<file path="config.mk">
export PLATFORM = sky130hd
export DESIGN_NAME = daa_top
export DESIGN_NICKNAME = d
export VERILOG_FILES = /design/src/daa_pkg.sv /design/src/daa_attr_compare.sv /design/src/daa_bus_attr.sv /design/src/daa_top.sv
export SDC_FILE = /design/constraint.sdc
export NUM_CORES = 1
export LEC_CHECK = 0
export ABC_AREA = 1
export BUFFER_PORTS_ARGS = -buffer_cell sky130_fd_sc_hd__buf_4
export CORE_MARGIN = 4
export CORE_UTILIZATION = 30
export DETAILED_ROUTE_END_ITERATION = 6
export PLACE_DENSITY = 0.68
export SKIP_LAST_GASP = 1
export SYNTH_ARGS = -nofsm -noshare
export SYNTH_HDL_FRONTEND = slang
export SYNTH_SLANG_ARGS = --single-unit
export TNS_END_PERCENT = 5
</file>
<file path="constraint.sdc">
create_clock -name clk -period 1 [get_ports clk]
set_clock_uncertainty 0.1 [all_clocks]
set_input_delay 0.05 -clock clk [delete_from_list [all_inputs] [get_ports clk]]
set_output_delay 0.05 -clock clk [all_outputs]
set_load 0.01 [all_outputs]
</file>
<file path="src/daa_pkg.sv">
// Purpose: Shared constants for the debug address attribute block.
// Assumes: One system clock, synchronous active-low reset.
// Notes: Field positions follow the two attribute register layouts.
package daa_pkg;
  localparam logic [3:0] DAA_TRIG_REG_INDEX = 4'h6;
  localparam logic [7:0] DAA_ACCESS_RESET = 8'h05;
  localparam logic [15:0] DAA_TRIG_RESET = 16'h0000;
  localparam int DAA_DIR_BIT = 7;
  localparam int DAA_SIZE_LSB = 5;
  localparam int DAA_TYPE_LSB = 3;
  localparam int DAA_MOD_LSB = 0;
  localparam int DAA_ATTR_WIDTH = 8;
  localparam int DAA_MASK_LSB = 8;
  localparam int DAA_DIR_MASK_BIT = 15;
  localparam logic [1:0] DAA_SIZE_LONG = 2'h0;
  localparam logic [1:0] DAA_SIZE_BYTE = 2'h1;
  localparam logic [1:0] DAA_SIZE_WORD = 2'h2;
  localparam logic [1:0] DAA_TYPE_NORMAL = 2'h0;
  localparam logic [2:0] DAA_MOD_USER_DATA = 3'h1;
  localparam logic [2:0] DAA_MOD_USER_CODE = 3'h2;
  localparam logic [2:0] DAA_MOD_SUPV_DATA = 3'h5;
  localparam logic [2:0] DAA_MOD_SUPV_CODE = 3'h6;
endpackage : daa_pkg

</file>
<file path="src/daa_attr_compare.sv">
// Purpose: Masked compare of trigger attributes against bus attributes.
// Assumes: Bus attributes are on the same clock.
// Notes: One generate loop covers the eight attribute bits.
`timescale 1ns/100ps
`default_nettype none
module daa_attr_compare (
  input wire logic [7:0] refAttr,
  input wire logic [7:0] maskBits,
  input wire logic [7:0] busAttr,
  output logic matchAll
);
  logic [7:0] bitOk;
  genvar i;
  generate
    for (i = 0; i < 8; i++) begin : gBit
      assign bitOk[i] = maskBits[i] | (refAttr[i] == busAttr[i]);
    end
  endgenerate
  assign matchAll = &bitOk;
endmodule // daa_attr_compare
`default_nettype wire

</file>
<file path="src/daa_bus_attr.sv">
// Purpose: Packs the local bus attribute signals into one byte.
// Assumes: Fields use the same layout as the trigger register.
// Notes: Read is one, write is zero.
`timescale 1ns/100ps
`default_nettype none
module daa_bus_attr (
  input wire logic busRead,
  input wire logic [1:0] busSize,
  input wire logic [1:0] busType,
  input wire logic [2:0] busModifier,
  output logic [7:0] busAttr
);
  assign busAttr = {busRead, busSize, busType, busModifier};
endmodule // daa_bus_attr
`default_nettype wire

</file>
<file path="src/daa_top.sv">
// Purpose: Debug access attribute and attribute trigger registers.
// Assumes: Debug register writes and commands arrive on this clock.
// Notes: Match output is registered, one cycle after the bus attributes.
`timescale 1ns/100ps
`default_nettype none
module daa_top (
  input wire logic clk,
  input wire logic nrst,
  input wire logic dregWrite,
  input wire logic [3:0] dregIndex,
  input wire logic [31:0] dregWdata,
  input wire logic cmdLoad,
  input wire logic cmdRead,
  input wire logic [1:0] cmdSize,
  input wire logic attrWrite,
  input wire logic [4:0] attrWdata,
  input wire logic busRead,
  input wire logic [1:0] busSize,
  input wire logic [1:0] busType,
  input wire logic [2:0] busModifier,
  input wire logic trigEnable,
  output logic [31:0] accessAttr,
  output logic [31:0] trigAttr,
  output logic memRead,
  output logic [1:0] memSize,
  output logic [1:0] memType,
  output logic [2:0] memModifier,
  output logic attrMatch
);
  logic trigWrite;
  logic wrDir;
  logic [1:0] wrSize;
  logic [1:0] wrType;
  logic [2:0] wrMod;
  logic wrDirMask;
  logic [1:0] wrSizeMask;
  logic [1:0] wrTypeMask;
  logic [2:0] wrModMask;
  logic trigDir_r;
  logic [1:0] trigSize_r;
  logic [1:0] trigType_r;
  logic [2:0] trigMod_r;
  logic trigDirMask_r;
  logic [1:0] trigSizeMask_r;
  logic [1:0] trigTypeMask_r;
  logic [2:0] trigModMask_r;
  logic [7:0] trigRef;
  logic [7:0] trigMask;
  logic accessDir_r;
  logic accessDir_nxt;
  logic [1:0] accessSize_r;
  logic [1:0] accessSize_nxt;
  logic [1:0] accessType_r;
  logic [1:0] accessType_nxt;
  logic [2:0] accessMod_r;
  logic [2:0] accessMod_nxt;
  logic [7:0] accessNext;
  logic [7:0] busAttr;
  logic matchNow;
  logic attrMatch_r;

  assign trigWrite = dregWrite && (dregIndex == daa_pkg::DAA_TRIG_REG_INDEX);

  // Field views of the written word; its upper sixteen bits are never stored.
  assign wrDir = dregWdata[daa_pkg::DAA_DIR_BIT];
  assign wrSize = dregWdata[daa_pkg::DAA_SIZE_LSB +: 2];
  assign wrType = dregWdata[daa_pkg::DAA_TYPE_LSB +: 2];
  assign wrMod = dregWdata[daa_pkg::DAA_MOD_LSB +: 3];
  assign wrDirMask = dregWdata[daa_pkg::DAA_DIR_MASK_BIT];
  assign wrSizeMask = dregWdata[daa_pkg::DAA_MASK_LSB + daa_pkg::DAA_SIZE_LSB +: 2];
  assign wrTypeMask = dregWdata[daa_pkg::DAA_MASK_LSB + daa_pkg::DAA_TYPE_LSB +: 2];
  assign wrModMask = dregWdata[daa_pkg::DAA_MASK_LSB + daa_pkg::DAA_MOD_LSB +: 3];

  // Trigger register, kept as one flop group per field.
  always_ff @(posedge clk) begin
    if (!nrst) begin
      trigDir_r <= daa_pkg::DAA_TRIG_RESET[daa_pkg::DAA_DIR_BIT];
    end else if (trigWrite) begin
      trigDir_r <= wrDir;
    end
  end

  always_ff @(posedge clk) begin
    if (!nrst) begin
      trigSize_r <= daa_pkg::DAA_TRIG_RESET[daa_pkg::DAA_SIZE_LSB +: 2];
    end else if (trigWrite) begin
      trigSize_r <= wrSize;
    end
  end

  always_ff @(posedge clk) begin
    if (!nrst) begin
      trigType_r <= daa_pkg::DAA_TRIG_RESET[daa_pkg::DAA_TYPE_LSB +: 2];
    end else if (trigWrite) begin
      trigType_r <= wrType;
    end
  end

  always_ff @(posedge clk) begin
    if (!nrst) begin
      trigMod_r <= daa_pkg::DAA_TRIG_RESET[daa_pkg::DAA_MOD_LSB +: 3];
    end else if (trigWrite) begin
      trigMod_r <= wrMod;
    end
  end

  always_ff @(posedge clk) begin
    if (!nrst) begin
      trigDirMask_r <= daa_pkg::DAA_TRIG_RESET[daa_pkg::DAA_DIR_MASK_BIT];
    end else if (trigWrite) begin
      trigDirMask_r <= wrDirMask;
    end
  end

  always_ff @(posedge clk) begin
    if (!nrst) begin
      trigSizeMask_r <= daa_pkg::DAA_TRIG_RESET[daa_pkg::DAA_MASK_LSB + daa_pkg::DAA_SIZE_LSB +: 2];
    end else if (trigWrite) begin
      trigSizeMask_r <= wrSizeMask;
    end
  end

  always_ff @(posedge clk) begin
    if (!nrst) begin
      trigTypeMask_r <= daa_pkg::DAA_TRIG_RESET[daa_pkg::DAA_MASK_LSB + daa_pkg::DAA_TYPE_LSB +: 2];
    end else if (trigWrite) begin
      trigTypeMask_r <= wrTypeMask;
    end
  end

  always_ff @(posedge clk) begin
    if (!nrst) begin
      trigModMask_r <= daa_pkg::DAA_TRIG_RESET[daa_pkg::DAA_MASK_LSB + daa_pkg::DAA_MOD_LSB +: 3];
    end else if (trigWrite) begin
      trigModMask_r <= wrModMask;
    end
  end

  assign trigRef = {trigDir_r, trigSize_r, trigType_r, trigMod_r};
  assign trigMask = {trigDirMask_r, trigSizeMask_r, trigTypeMask_r, trigModMask_r};

  // Access register fields; a trigger register write outranks host and command loads.
  always_comb begin
    accessDir_nxt = accessDir_r;
    if (trigWrite) begin
      accessDir_nxt = wrDir;
    end else if (cmdLoad) begin
      accessDir_nxt = cmdRead;
    end
  end

  always_ff @(posedge clk) begin
    if (!nrst) begin
      accessDir_r <= daa_pkg::DAA_ACCESS_RESET[daa_pkg::DAA_DIR_BIT];
    end else begin
      accessDir_r <= accessDir_nxt;
    end
  end

  always_comb begin
    accessSize_nxt = accessSize_r;
    if (trigWrite) begin
      accessSize_nxt = wrSize;
    end else if (cmdLoad) begin
      accessSize_nxt = cmdSize;
    end
  end

  always_ff @(posedge clk) begin
    if (!nrst) begin
      accessSize_r <= daa_pkg::DAA_ACCESS_RESET[daa_pkg::DAA_SIZE_LSB +: 2];
    end else begin
      accessSize_r <= accessSize_nxt;
    end
  end

  always_comb begin
    accessType_nxt = accessType_r;
    if (trigWrite) begin
      accessType_nxt = wrType;
    end else if (attrWrite) begin
      accessType_nxt = attrWdata[daa_pkg::DAA_TYPE_LSB +: 2];
    end
  end

  always_ff @(posedge clk) begin
    if (!nrst) begin
      accessType_r <= daa_pkg::DAA_ACCESS_RESET[daa_pkg::DAA_TYPE_LSB +: 2];
    end else begin
      accessType_r <= accessType_nxt;
    end
  end

  always_comb begin
    accessMod_nxt = accessMod_r;
    if (trigWrite) begin
      accessMod_nxt = wrMod;
    end else if (attrWrite) begin
      accessMod_nxt = attrWdata[daa_pkg::DAA_MOD_LSB +: 3];
    end
  end

  always_ff @(posedge clk) begin
    if (!nrst) begin
      accessMod_r <= daa_pkg::DAA_ACCESS_RESET[daa_pkg::DAA_MOD_LSB +: 3];
    end else begin
      accessMod_r <= accessMod_nxt;
    end
  end

  // Only eight bits are kept, so writes to the reserved upper part are lost.
  assign accessNext = {accessDir_nxt, accessSize_nxt, accessType_nxt, accessMod_nxt};

  always_ff @(posedge clk) begin
    if (!nrst) begin
      accessAttr <= {24'h000000, daa_pkg::DAA_ACCESS_RESET};
    end else begin
      accessAttr <= {24'h000000, accessNext};
    end
  end

  always_ff @(posedge clk) begin
    if (!nrst) begin
      trigAttr <= {16'h0000, daa_pkg::DAA_TRIG_RESET};
    end else if (trigWrite) begin
      trigAttr <= {16'h0000, wrDirMask, wrSizeMask, wrTypeMask, wrModMask,
        wrDir, wrSize, wrType, wrMod};
    end
  end

  always_ff @(posedge clk) begin
    if (!nrst) begin
      memRead <= daa_pkg::DAA_ACCESS_RESET[daa_pkg::DAA_DIR_BIT];
    end else begin
      memRead <= accessDir_nxt;
    end
  end

  always_ff @(posedge clk) begin
    if (!nrst) begin
      memSize <= daa_pkg::DAA_ACCESS_RESET[daa_pkg::DAA_SIZE_LSB +: 2];
    end else begin
      memSize <= accessSize_nxt;
    end
  end

  always_ff @(posedge clk) begin
    if (!nrst) begin
      memType <= daa_pkg::DAA_ACCESS_RESET[daa_pkg::DAA_TYPE_LSB +: 2];
    end else begin
      memType <= accessType_nxt;
    end
  end

  always_ff @(posedge clk) begin
    if (!nrst) begin
      memModifier <= daa_pkg::DAA_ACCESS_RESET[daa_pkg::DAA_MOD_LSB +: 3];
    end else begin
      memModifier <= accessMod_nxt;
    end
  end

  daa_bus_attr daa_bus_attr_i (
    .busRead(busRead),
    .busSize(busSize),
    .busType(busType),
    .busModifier(busModifier),
    .busAttr(busAttr)
  );

  daa_attr_compare daa_attr_compare_i (
    .refAttr(trigRef),
    .maskBits(trigMask),
    .busAttr(busAttr),
    .matchAll(matchNow)
  );

  // Registered so that the match output comes straight from a flop.
  always_ff @(posedge clk) begin
    if (!nrst) begin
      attrMatch_r <= 1'b0;
    end else begin
      attrMatch_r <= trigEnable && matchNow;
    end
  end

  assign attrMatch = attrMatch_r;
endmodule // daa_top
`default_nettype wire

</file>
Word level (Yosys, flattened, before mapping)
Index checks and enable logic that the tools add are counted.

word-level totals
  register bits = 73
  output and inout port bits = 73
  word-level logic and storage cells = 44

operators by class
  equality and inequality tests = 9
  muxes and demuxes = 8
  bitwise logic cells = 8
  reduce and logical (&&, ||, !) cells = 3

operator list
  cell                  number
  $eq A1 B1 Y1          8
  $mux W2               4
  $or A1 B1 Y1          8
  $reduce_and A8 Y1     1
  $mux W3               2
  $eq A4 B3 Y1 const B  1
  $logic_and A1 B1 Y1   2
  $mux W1               2

Logic depth before layout (Yosys ltp)
  depth after elaboration = 4
  mapped depth = 8

Modules after synthesis
Synthesis repeated with hierarchy kept, for this count alone.

unflattened totals
  cell total of the unflattened synthesis = 269
  area, all modules = 1746.7 um^2

by module, submodules not included
  module            times used  cells each  area an instance (um^2)  sequential area each (um^2)
  daa_top           1           208         1480.2                   500.5
  daa_attr_compare  1           53          206.4                    0.0
  daa_bus_attr      1           8           60.1                     0.0

Worst setup path after synthesis
No wires, ideal clock.

  kind = register to register
  start point = reg trigAttr[6] (netlist name)
  end point = reg attrMatch_r (netlist: attrMatch)
  data arrival time = 0.717 ns
  required time = 0.783 ns
  setup slack = 0.066 ns
  stages on the path, launching flop included = 6
  path buffers = 0
  cells stage by stage = dfxtp_1 -> inv_1 -> a21oi_1 -> o21ai_0 -> o21ai_0 -> nor2_1

RTL lines
  element               RTL line        source
  to (signal assigned)  daa_top.sv:283  attrMatch_r <= trigEnable && matchNow;
  to (decl)             daa_top.sv:60   logic attrMatch_r;

==> results.txt <==
status = finished with violations
failing checks = negative setup slack
Reg clk slew, reported paths = 90 ps
Boundary Pins = 131
Starting Density = 31.9%
largest net degree at the start of global routing = 21
GRT Total Usage = 12.0%
CTS tree = done
Primary FF master, synth = dfxtp_1
vias per cell = 3.87
Cells after DPL = 391
Min-Delay Path Class = primary input to flop
P_leak = 1.28 nW
final core utilization = 45.3%
Synth Area in Compound Gates = 4.91%
total power = 2.23 mW
Clk Tree Root Cell = clkbuf_8
Critical Path, Cell by Cell = buf_4, buf_6
drt wl/cell = 10.3 um
Final HPWL DP = 3390 um
final worst slack = -27.2 ps
Slew Limit Fails = 0
Yosys reg bits = 25
Worst path slowest cell = dfxtp_4
most frequent cell after synthesis = nor2_1
Syn-to-layout area delta = 41.9%
Residual DRC = 0
DIE HEIGHT = 82.8 um
die area = 0.00686 mm^2
initial antenna violation count = 0
number of global-route vias before repair = 1,570
Setup TNS = -30.4 ps
antenna diode count = 0
1st-pass router iterations = 4
pwr dens = 936 mW/mm^2
CP Max Fanout = 4
mux contribution to synthesized area = 0%
WP buf/inv = 2
first-pass GRT wire length = 7130 um
syn avg cell area = 6.51 um^2
share of the synthesized area in the top cell type = 29.8%
startpoint types = flop
Site Rows = 26
fin crit share = 103%
Worst Path Required = 850 ps
VDD IR-drop max = 468 uV
top post-synthesis cells by area = dfxtp_1 (30%), buf_4 (22%), nor2_1 (14%)
Fin. Hold Viols = 0
Synth Cell Area = 0.00168 mm^2
CTS buffer count = 3
setup violators final = 2
xor/xnor share of the synthesized area = 0.521%
Post-synth EDFFs = 0
CP arrival = 880 ps
total number of H-tree levels = 1
Non-Filler Instances = 413
Tmin final = 1030 ps
CORE AREA = 0.00527 mm^2
yosys warns = 0
critical path's top delay family = flip-flops
CP peak stage delay = 370 ps
Highest Clock Rate = 974 MHz
MaxCap Viol Count = 0
worst skew pair latency = 270 ps
Synth Area in Adders = 0%
Yosys top cell by area = dfxtp_1
global placer's final weighted congestion = 0.735
RSZ-0062 raised after global routing = yes
clk buf depth = 2
Vias = 1,597
FILL cells = 562
grt total ovfl = 0
port bufs = 74
kind of critical path = flop to primary output
CTS Sinks = 25
Critical Path End Type = primary output
sequential fraction of the synthesis area = 29.8%
drt total wl = 4260 um
most frequent cells after synthesis = nor2_1 (61), buf_4 (50), nand2_1 (40)
setup slack at placement = -68.9 ps
post-synth cell types = 18
Synth Area in Simple Gates = 30.6%
Die W = 82.8 um
cells after synthesis = 258
Routed Antenna Nets = 0
layout cell share with drive strength beyond 1 = 32.1%
Starting DRT DRC Count = 20
Nets = 402
FFs w/ async S/R, synth = 0%
main combinational cell family by area after synthesis = buffers and inverters
cell type report:
type	instances	area, um^2	share of cell area [%]
clock buffers	4	45.0	1.89
multi-input cells	177	776	32.5
repair buffers	98	820	34.4
inverters	39	146	6.14
flip-flops and latches	25	510	21.4
well taps	70	87.6	3.67
registers in the layout, summed over array words and instances, names as in the netlist:
name,flops
accessAttr,8
trigAttr,7
trigModMask_r,2
trigMod_r,2
attrMatch,1
trigDirMask_r,1
trigSizeMask_r,1
trigSize_r,1
trigTypeMask_r,1
trigType_r,1
cells by family (layout without fill, tap and decap cells):
group,after synthesis,in the layout
other,1,40
buffers and inverters,95,141
flip-flops,25,25
XOR/XNOR,1,1
AND/OR/NAND/NOR,121,121
AO/OA/AOI/OAI,15,15
final timing paths:
kind,cells after the start,startpoint,end,slack [ps]
worst min-delay path,5,cmdLoad,accessAttr[7]$_SDFFE_PN0P_,10
worst max register to register,7,trigAttr[7]$_SDFFE_PN0P_,attrMatch$_SDFF_PN0_,20
worst min register to register,2,trigAttr[2]$_SDFFE_PN0P_,trigAttr[2]$_SDFFE_PN0P_,400
worst max-delay path,2,trigMod_r[0]$_SDFFE_PN0P_,trigAttr[0],-30
cell usage in the layout (no fill, tap or decap):
| cell | Yosys | routed |
|---|---|---|
| xnor2_1 | 1 | 1 |
| dfxtp_1 | 25 | 19 |
| buf_4 | 50 | 77 |
| inv_2 | 0 | 2 |
| nand2_1 | 40 | 38 |
| dlygate4sd3_1 | 0 | 17 |
| a21oi_2 | 2 | 2 |
| a21oi_1 | 3 | 3 |
| clkbuf_1 | 0 | 1 |
| nor2_1 | 61 | 59 |
| o21ai_0 | 10 | 10 |
| nor2_2 | 3 | 4 |
| nand2_2 | 4 | 6 |
| nand3_2 | 1 | 2 |
| clkbuf_8 | 0 | 3 |
| buf_12 | 0 | 3 |
| buf_6 | 3 | 1 |
| nand3_1 | 7 | 6 |
| nor2_4 | 3 | 4 |
| dfxtp_4 | 0 | 1 |
| nand4_1 | 2 | 2 |
| inv_1 | 39 | 37 |
| dfxtp_2 | 0 | 5 |
| conb_1 | 1 | 40 |
layer usage:
layer | share of wire (%) | vias to the layer above | GRT usage [%]
met5 | 0 | - | 0
met4 | 0 | 0 | 1.78
met3 | 9.5 | 0 | 3.96
met2 | 52 | 63 | 22.5
met1 | 39 | 698 | 13.2
li1 | - | 836 | -
worst min-delay path: cells and delay by family:
| kind | cells | cell delay, ps |
|---|---|---|
| simple gates | 4 | 200 |
| buf+inv | 1 | 80 |
power by group:
group / internal [mW] / switching [mW]
clock network: 0.285 / 0.321
registers: 1.03 / 0.0276
logic: 0.289 / 0.281
total: 1.60 / 0.630
stage by stage:
step	hold slack, ps	area (um^2)
2_1_floorplan	84.9	1830
3_3_place_gp	175	2130
3_5_place_dp	178	2130
4_1_cts	5.99	2340
5_1_grt	41.7	2380
6_report	10.8	2380
repair_timing:
item                       in CTS  in global routing
resized for setup               5                 11
cloned                          0                  0
buffers inserted                0                  2
hold buffers                   17                  0
pin swaps                       1                  6
hold endpoints to repair       17                  0
setup endpoints to repair       2                  3
(Power assumes the default switching activity.)
